==> config.mk <==
export PLATFORM = sky130hd
export DESIGN_NAME = srs_exec
export DESIGN_NICKNAME = d
export VERILOG_FILES = /design/src/srs_pkg.sv /design/src/srs_subtractor.sv /design/src/srs_exec.sv
export VERILOG_INCLUDE_DIRS = /design/src
export SDC_FILE = /design/constraint.sdc
export NUM_CORES = 1
export LEC_CHECK = 0
export BUFFER_PORTS_ARGS = -buffer_cell sky130_fd_sc_hd__clkbuf_2
export CAP_MARGIN = 20
export CORE_UTILIZATION = 25
export DETAILED_ROUTE_END_ITERATION = 6
export RECOVER_POWER = 50
export SYNTH_ARGS = -nofsm -noshare
export SYNTH_HDL_FRONTEND = slang
export SYNTH_SLANG_ARGS = --single-unit
==> constraint.sdc <==
create_clock -name core_clk -period 8.94 [get_ports core_clk]
set_clock_uncertainty 0.1 [all_clocks]
set_input_delay 0.447 -clock core_clk [delete_from_list [all_inputs] [get_ports core_clk]]
set_output_delay 0.447 -clock core_clk [all_outputs]
set_load 0.02 [all_outputs]
==> src/srs_defs.svh <==
`ifndef SRS_DEFS_SVH
`define SRS_DEFS_SVH
`define SRS_DATA_W      8
`define SRS_ADDR_W      7
`define SRS_NIB_W       4
`define SRS_WDOG_W      16
`define SRS_PRE_W       8
`define SRS_WDOG_CLR    16'h0000
`define SRS_PRE_CLR     8'h00
`define SRS_PRE_WRAP    8'hFF
`define SRS_ACC_RST     8'h00
`define SRS_PDN_RST     1'b1
`define SRS_TMO_RST     1'b1
`define SRS_DEST_ACC    1'b0
`define SRS_DEST_REG    1'b1
`define SRS_OPC_NOP     3'h0
`define SRS_OPC_ROT     3'h1
`define SRS_OPC_SUBREG  3'h2
`define SRS_OPC_SUBLIT  3'h3
`define SRS_OPC_SUBBRW  3'h4
`define SRS_OPC_SWAP    3'h5
`define SRS_OPC_SLEEP   3'h6
`endif

==> src/srs_pkg.sv <==
package srs_pkg;
   typedef enum logic [2:0] {
      SRS_NOP      = 3'h0,
      SRS_ROTATE   = 3'h1,
      SRS_SUB_REG  = 3'h2,
      SRS_SUB_LIT  = 3'h3,
      SRS_SUB_BRW  = 3'h4,
      SRS_SWAP     = 3'h5,
      SRS_SLEEP    = 3'h6
   } srs_op_e;
endpackage

==> src/srs_subtractor.sv <==
`timescale 1ns/1ns
`include "srs_defs.svh"
module srs_subtractor (
   input  wire logic [7:0] minuend,
   input  wire logic [7:0] subtrahend,
   input  wire logic       carry_in,
   output logic      [7:0] diff,
   output logic            carry_out,
   output logic            digit_carry_out
);
   // Carry in high means no borrow: a + ~b + c
   wire logic [4:0] low_sum;
   wire logic [8:0] full_sum;
   assign low_sum  = {1'b0, minuend[3:0]} + {1'b0, ~subtrahend[3:0]} + {4'h0, carry_in};
   assign full_sum = {1'b0, minuend} + {1'b0, ~subtrahend} + {8'h00, carry_in};
   assign diff            = full_sum[7:0];
   assign carry_out       = full_sum[8];
   assign digit_carry_out = low_sum[4];
endmodule

==> src/srs_exec.sv <==
// Function
// - Rotate right: old carry into bit 7, old bit 0 into carry.
// - Destination bit 0 writes accumulator, 1 writes file register back.
// - Power-down instruction clears power-down flag, sets time-out flag.
// - Power-down instruction clears watchdog counter and its prescaler.
// - Register minus accumulator, two's complement, to selected destination.
// - Carry/digit carry set when subtrahend does not exceed minuend (byte/nibble).
// - Literal minus accumulator into accumulator, updating carry, digit carry, zero.
// - Register minus accumulator minus inverted carry, updates carry, digit carry, zero.
// - Swap nibbles of addressed file register to selected destination.
`timescale 1ns/1ns
`include "srs_defs.svh"
module srs_exec (
   input  wire logic                     core_clk,
   input  wire logic                     resetn,
   input  wire logic                     exec_valid,
   input  wire srs_pkg::srs_op_e         exec_op,
   input  wire logic [`SRS_ADDR_W-1:0]   file_addr,
   input  wire logic                     dest_sel,
   input  wire logic [`SRS_DATA_W-1:0]   literal,
   input  wire logic [`SRS_DATA_W-1:0]   file_rdata,
   input  wire logic                     watchdog_tick,
   output logic      [`SRS_ADDR_W-1:0]   file_raddr,
   output logic                          file_we,
   output logic      [`SRS_ADDR_W-1:0]   file_waddr,
   output logic      [`SRS_DATA_W-1:0]   file_wdata,
   output logic      [`SRS_DATA_W-1:0]   acc,
   output logic                          carry_flag,
   output logic                          digit_carry_flag,
   output logic                          zero_flag,
   output logic                          powerdown_flag,
   output logic                          timeout_flag,
   output logic      [`SRS_WDOG_W-1:0]   watchdog_counter,
   output logic      [`SRS_PRE_W-1:0]    watchdog_prescaler
);
   // File read is combinational; the register file answers in the same cycle
   assign file_raddr = file_addr;

   wire logic       is_rot;
   wire logic       is_swap;
   wire logic       is_sreg;
   wire logic       is_slit;
   wire logic       is_sbrw;
   wire logic       is_sleep;
   wire logic       is_sub;
   wire logic       is_fileop;
   assign is_rot    = exec_valid && (exec_op == srs_pkg::SRS_ROTATE);
   assign is_swap   = exec_valid && (exec_op == srs_pkg::SRS_SWAP);
   assign is_sreg   = exec_valid && (exec_op == srs_pkg::SRS_SUB_REG);
   assign is_slit   = exec_valid && (exec_op == srs_pkg::SRS_SUB_LIT);
   assign is_sbrw   = exec_valid && (exec_op == srs_pkg::SRS_SUB_BRW);
   assign is_sleep  = exec_valid && (exec_op == srs_pkg::SRS_SLEEP);
   assign is_sub    = is_sreg || is_slit || is_sbrw;
   assign is_fileop = is_rot || is_swap || is_sreg || is_sbrw;

   wire logic [7:0] sub_minuend;
   wire logic       sub_cin;
   wire logic [7:0] sub_diff;
   wire logic       sub_c;
   wire logic       sub_dc;
   assign sub_minuend = is_slit ? literal : file_rdata;
   // Plain subtracts inject carry 1; borrow form feeds the stored carry
   assign sub_cin     = is_sbrw ? carry_flag : 1'b1;

   srs_subtractor u_sub (
      .minuend         (sub_minuend),
      .subtrahend      (acc),
      .carry_in        (sub_cin),
      .diff            (sub_diff),
      .carry_out       (sub_c),
      .digit_carry_out (sub_dc)
   );

   wire logic [7:0] rot_val;
   wire logic [7:0] swap_val;
   wire logic [7:0] result;
   assign rot_val  = {carry_flag, file_rdata[7:1]};
   assign swap_val = {file_rdata[3:0], file_rdata[7:4]};
   assign result   = is_rot ? rot_val : (is_swap ? swap_val : sub_diff);

   wire logic to_acc;
   wire logic to_reg;
   assign to_acc = is_slit || (is_fileop && (dest_sel == `SRS_DEST_ACC));
   assign to_reg = is_fileop && (dest_sel == `SRS_DEST_REG);

   logic [7:0] acc_r;
   logic       c_r;
   logic       dcy_r;
   logic       z_r;
   logic       pdn_r;
   logic       tmo_r;
   logic [15:0] wdog_r;
   logic [7:0]  pre_r;
   logic        we_r;
   logic [6:0]  waddr_r;
   logic [7:0]  wdata_r;

   always_ff @(posedge core_clk) begin
      if (!resetn) begin
         acc_r <= `SRS_ACC_RST;
         c_r   <= 1'b0;
         dcy_r <= 1'b0;
         z_r   <= 1'b0;
      end else begin
         if (to_acc) acc_r <= result;
         if (is_rot) c_r <= file_rdata[0];
         else if (is_sub) c_r <= sub_c;
         if (is_sub) dcy_r <= sub_dc;
         if (is_sub) z_r <= (sub_diff == 8'h00);
      end
   end

   always_ff @(posedge core_clk) begin
      if (!resetn) begin
         we_r    <= 1'b0;
         waddr_r <= 7'h00;
         wdata_r <= 8'h00;
      end else begin
         we_r <= to_reg;
         if (to_reg) begin
            waddr_r <= file_addr;
            wdata_r <= result;
         end
      end
   end

   // Status flags read as set after reset: no sleep executed yet
   always_ff @(posedge core_clk) begin
      if (!resetn) begin
         pdn_r <= `SRS_PDN_RST;
         tmo_r <= `SRS_TMO_RST;
      end else if (is_sleep) begin
         pdn_r <= 1'b0;
         tmo_r <= 1'b1;
      end
   end

   // Simple prescaled watchdog; timeout handling lives elsewhere
   always_ff @(posedge core_clk) begin
      if (!resetn || is_sleep) begin
         wdog_r <= `SRS_WDOG_CLR;
         pre_r  <= `SRS_PRE_CLR;
      end else if (watchdog_tick) begin
         pre_r <= pre_r + 8'h01;
         if (pre_r == `SRS_PRE_WRAP) wdog_r <= wdog_r + 16'h0001;
      end
   end

   assign acc                = acc_r;
   assign carry_flag         = c_r;
   assign digit_carry_flag   = dcy_r;
   assign zero_flag          = z_r;
   assign powerdown_flag     = pdn_r;
   assign timeout_flag       = tmo_r;
   assign watchdog_counter   = wdog_r;
   assign watchdog_prescaler = pre_r;
   assign file_we            = we_r;
   assign file_waddr         = waddr_r;
   assign file_wdata         = wdata_r;
endmodule

==> results of run 1 <==
synthesized netlist by cell type (all sizes together) (2+ instances only):
| library cell | instances |
|---|---|
| nand4b | 3 |
| and2 | 6 |
| a21o | 3 |
| a211oi | 2 |
| buf | 17 |
| a32o | 2 |
| fa | 2 |
| a21oi | 6 |
| and4 | 6 |
| nor2b | 2 |
| nor2 | 34 |
| or3 | 2 |
| nand3 | 12 |
| a21boi | 10 |
| clkbuf | 6 |
| o21ai | 20 |
| mux2 | 9 |
| nand2 | 41 |
| mux2i | 9 |
| nand3b | 2 |
| and3 | 7 |
| ha | 9 |
| xnor2 | 6 |
| dfxtp | 52 |
| nand4 | 12 |
| xor2 | 19 |
| inv | 11 |
metal layers:
layer / global-route usage [%] / up-vias / routed length, um
met5: 0 / - / 0
met4: 5.048 / 0 / 171
met3: 3.794 / 12 / 504
met2: 21.92 / 73 / 3469
met1: 15.28 / 1195 / 3375
li1: - / 1292 / -
layout make-up:
type	count	share of cell area, %
Multi-Input combinational cell	245	47.60
Sequential cell	52	30.03
Timing Repair Buffer	89	10.86
Tap cell	140	5.052
Clock buffer	7	4.403
Inverter	11	1.191
Clock inverter	1	0.8661
worst max path at each step:
stage | startpoint | end | slack [ps] | cells after the start
global placement | exec_op[2] | zero_flag | 5170 | 9
global route | exec_op[2] | carry_flag | 4860 | 10
detailed placement | exec_op[2] | carry_flag | 5080 | 10
CTS | exec_op[2] | carry_flag | 5370 | 10
finish | exec_op[2] | carry_flag | 5080 | 10
floorplan | exec_op[2] | zero_flag | 5330 | 10
through the flow:
stage / setup slack, ps / total power [mW]
after CTS: 5375 / 0.6010
after detailed placement: 5081 / 0.3630
after global routing: 4865 / 0.6230
final: 5084 / 0.5914
after global placement: 5172 / 0.3616
after floorplan: 5326 / 0.3316
worst max-delay path, stage by stage:
cell       delay (ps)
clkbuf_1          600
nand4b_1          430
mux2_2            400
fa_1              440
fa_1              430
a21o_2            230
a221oi_2          300
o21bai_1          100
a2111oi_0         460
a211oi_1           80
sequential cells by signal, indices dropped and copies added (netlist names):
signal              flops
powerdown_flag          1
carry_flag              1
digit_carry_flag        1
file_we                 1
watchdog_counter       16
file_wdata              8
watchdog_prescaler      8
zero_flag               1
file_waddr              7
acc                     8
where the power goes:
group / switching, mW / total (mW) / internal, mW
registers: 0.00656 / 0.247 / 0.240
clock network: 0.0875 / 0.235 / 0.148
logic: 0.0686 / 0.110 / 0.0411
total: 0.163 / 0.591 / 0.429
cells by family after synthesis:
group                      Yosys count
other                                1
adders and majority gates           11
muxes                               18
xor gates and xnor gates            25
and+or+nand+nor                    135
DFF                                 52
AOI/OAI and AO/OA                   55
buffers and inverters               35
==> run metrics, run 1 <==
status finished, final reports clean; syn_nets 374; synthesized area 0.002898 mm2; count of final hold-check violations 0; R2R cell count 8; Slew headroom 45.09%; number of max-cap violations 0; final wirelength 7521 um; GR Util All Layers 12.92%; fin cells 545; count of warnings emitted by yosys 0; 1st-pass router iterations 4; DIE AREA 0.01203 mm2; row count 38; Synth Area in Compound Gates 13.08%; clock buffer depth 2; die height 109.7 um; Placer Congestion 0.8882; Clk Latency, worst-skew pair 290 ps; PwrDens 170.6 mW/mm2; WP data arrival 3920 ps; Hold Crit Start file_addr[4]; Fillers 1202; layout cells sized above 1 14.81%; type of the most critical hold path primary input to flip-flop; multiplexer share of the synthesized area 6.606%; Reg-to-Reg End carry_flag; main combinational cell family by area after synthesis simple AND/OR/NAND/NOR gates; Overflow after GRT 0; worst hold slack 290.9 ps; crit path time final 3856 ps; sequential cell area 0.001041 mm2; top cell type's share of synthesized area 35.92%; Primary FF master, synth dfxtp_1; Critical Path Sink Type flip-flop; vias in the first global route 2405; CTS Hold Bufs 0; Slew @ Worst Pin 823.6 ps; Final period util 43.14%; CTS tree yes; clk slew on worst S/H paths 70 ps; # Post-CTS Setup Buffers 0; Final Cell Area 0.003467 mm2; asr flop ratio synth 0%; r2r setup slk 6140 ps; RSZ-0062 raised after global routing no; crit path max fanout 19; area of the multi-input gates 0.001650 mm2; post-route ant nets 0; floorplan core area 0.01108 mm2; most frequent cells in the layout 55 x clkbuf_1, 52 x dfxtp_1, 41 x nand2_1; CTS sink count 52; nets 446; root buffer cell clkbuf_16; Vias/cell 4.719; WL per Instance 13.80 um; leading cell type in the layout, fill and taps excluded clkbuf_1; io pins 91; Placed Cells 537; WHS Endpoint file_waddr[4]; cts bufs inserted 5; dpl cell area 0.003353 mm2; Worst VDD drop 0.07405 mV; Syn-to-layout area delta 19.65%; Post-Synth Adder-Cell Area 5.268%; Mapped Cells 332; worst r2r src carry_flag; Port Buf Inserts 89; Yosys reg bits 52; DRC viols 0; Initial Utilization 26.16%; sequential share of the synthesized area 35.92%; synthesized area per cell 8.728 um2; Distinct cells, synth 57; Post-synth EDFFs 0; Post-CTS Resized 0; Synth area leaders dfxtp_1 36%, xor2_1 5.7%, nand2_1 5.3%; Max Fclk 259.3 MHz; Final Max Slew Viols 0; xor/xnor cell area share of the yosys netlist 7.556%; largest net degree at the start of global routing 33; largest area contributor in the netlist dfxtp_1; setup tns final 0 ps; number of diodes 0; die width 109.7 um; Setup Crit Path Kind primary input to flip-flop; WP data required 9000 ps; Finish-stage setup viols 0; Util after Layout 31.30%; WHS Path Cells 3; initial antenna violation count 0; Vias 2572; HPWL after detailed placement 5705 um; H-tree Lvls 2; startpoint types primary input; initial DRC count 133; leakage 1.383 nW; Simple-Gate Fraction of Synth Area 24.31%; global-route wire length before repair 11890 um
No activity file was read; power rests on OpenSTA's default activity.
==> run 2, diff against run 1 <==
- ABC_AREA: default -> 1
- clock period: 8.94 -> 3.9 ns (I/O delays scaled with it)
==> run 2 against run 1 <==
  * The run now ends with DRC left
  * Synthesized cell count rose by 35%
  * Clock-buffer cell count decreased by 1
  * Non-clock buffer count grew 1
  * Critical path type unchanged
==> run metrics, run 2 <==
status complete, but fails checks; failing checks DRC; leakage 1.698 nW; Worst Slack Setup Final 1177 ps; crit path time final 2723 ps; Slew headroom 50.83%; setup tns final 0 ps; largest net degree at the start of global routing 27; GR Util All Layers 13.86%; Worst VDD drop 0.1484 mV; slowest stage delay, CP 490 ps; Placer Congestion 0.8322; number of diodes 0; CTS sink count 52; post-place setup slack 901.0 ps; WP data arrival 2850 ps; Setup Crit Path Kind primary input to flip-flop; Max Fclk 367.2 MHz; top cell type's share of synthesized area 34.62%; leading cell type in the layout, fill and taps excluded nand2_1; die height 111.7 um; Initial Utilization 26.00%; 1st-pass router iterations 6; largest area contributor in the netlist dfxtp_1; Post-synth EDFFs 0; H-tree Lvls 2; global-route wire length before repair 13880 um; CTS tree yes; synthesized area 0.003007 mm2; Final Max Slew Viols 0; DRC viols 5; sequential share of the synthesized area 34.62%; CTS Hold Bufs 0; most frequent cells in the layout 106 x nand2_1, 58 x nor2_1, 55 x inv_1, 55 x clkbuf_1, 52 x dfxtp_1; die width 111.7 um; Vias/cell 4.612; Mapped Cells 448; floorplan core area 0.01156 mm2; row count 39; clock buffer depth 2; Port Buf Inserts 89; Vias 3099; startpoint types primary input; type of the most critical hold path primary input to flip-flop; Finish-stage setup viols 0; Fillers 1291; io pins 91; WL per Instance 12.46 um; Primary FF master, synth dfxtp_1; DIE AREA 0.01247 mm2; count of final hold-check violations 0; synthesized area per cell 6.711 um2; PwrDens 377.3 mW/mm2; most frequent cell after synthesis nand2_1; Clk Latency, worst-skew pair 290 ps; Syn-to-layout area delta 21.18%; layout cells sized above 1 11.91%; post-route ant nets 0; Final period util 69.82%; # Post-CTS Setup Buffers 0; Post-CTS Resized 0; Largest register FFs 16; initial antenna violation count 0; Yosys reg bits 52; crit path max-delay cell type fa_1; RSZ-0062 raised after global routing no; clk slew on worst S/H paths 70 ps; initial DRC count 117; Overflow after GRT 0; cts bufs inserted 5; root buffer cell clkbuf_16; final wirelength 8373 um; crit path max fanout 12; vias in the first global route 2869; asr flop ratio synth 0%; cells along the critical path clkbuf_2, inv_1, nor2_1, nand3_1, buf_4, mux2_2, fa_1, fa_1, or2_2, nor2_1, nand3_1, nor2_1, nand4_1, a21oi_1; count of warnings emitted by yosys 0; total power 1.375 mW; nets 570; Distinct cells, synth 37; syn_nets 490; Post-synth top cells 106 x nand2_1, 58 x nor2_1, 55 x inv_1, 52 x dfxtp_1, 36 x a21oi_1; HPWL after detailed placement 6644 um; Synth area leaders dfxtp_1 35%, nand2_1 13%, nor2_1 7.2%; Critical Path Sink Type flip-flop; number of max-cap violations 0; cell repeated most along the worst path nor2_1; WP data required 4030 ps; Slew @ Worst Pin 735.7 ps
[run 2: cell count changes after synthesis, moves of 9 or more]
cell / before / now
xor2_1: 19 / 8
nor2_1: 34 / 58
a21oi_1: 6 / 36
nand3_1: 12 / 28
inv_1: 11 / 55
nand2_1: 41 / 106
a21boi_1: 9 / 0
[run 2: routing by layer]
| layer | vias to the layer above | wire length, um | part of all wire [%] | track usage (%) |
|---|---|---|---|---|
| met3 | 2 | 441 | 5.3 | 3.157 |
| li1 | 1579 | - | - | - |
| met5 | - | 0 | 0 | 0 |
| met2 | 98 | 4030 | 48 | 24.31 |
| met1 | 1420 | 3871 | 46 | 17.51 |
| met4 | 0 | 29 | 0.35 | 2.162 |
[run 2: kinds of logic (layout without fill, tap and decap cells)]
logic type	after synthesis	in the layout	share of synthesized area, %
buffers and inverters	77	158	11.03
AND/OR/NAND/NOR	221	221	32.25
XOR/XNOR	9	9	2.622
flip-flops	52	52	34.62
multiplexers	6	6	2.205
adder cells (fa/ha/maj)	11	11	5.077
other	1	1	0.1247
AO/OA/AOI/OAI	71	71	12.07
[run 2: where the power goes]
group          internal (mW)  switching, mW
Clock                  0.322          0.197
Sequential             0.553         0.0155
Combinational         0.0936          0.193
[run 2: critical path, delay by kind of cell]
kind                       cells  cell delay (ps)
buffers and inverters          3              330
AOI/OAI and AO/OA              1              120
muxes                          1              290
adders and majority gates      2              940
and+or+nand+nor                7              980
[run 2: worst paths after layout]
kind / end / slack [ps] / depth (start not counted) / from
max: zero_flag / 1180 / 14 / exec_valid
min: file_waddr[1] / 70 / 3 / file_addr[1]
max reg2reg: zero_flag / 1390 / 10 / carry_flag
min reg2reg: powerdown_flag / 350 / 2 / powerdown_flag
[run 2: final cells by class]
| class | instances | area (um2) | area share [%] |
|---|---|---|---|
| timing repair buffer | 90 | 384.1 | 10.54 |
| multi-input combinational | 319 | 1634 | 44.85 |
| tap | 143 | 178.9 | 4.911 |
| sequential | 52 | 1041 | 28.57 |
| clock inverter | 2 | 38.79 | 1.065 |
| clock buffer | 6 | 138.9 | 3.812 |
| inverter | 60 | 227.7 | 6.250 |
[run 2: stage by stage]
| stage | cell area, um2 | hold WS (ps) | cells | utilization, % |
|---|---|---|---|---|
| 6_report | 3643 | 74.21 | 672 | 31.50 |
| 5_1_grt | 3643 | 82.08 | 672 | 31.50 |
| 4_1_cts | 3712 | 63.00 | 672 | 32.10 |
| 3_5_place_dp | 3535 | 349.7 | 664 | 30.56 |
| 3_3_place_gp | 3535 | 343.6 | 664 | 30.56 |
| 2_1_floorplan | 3007 | 229.9 | 448 | - |
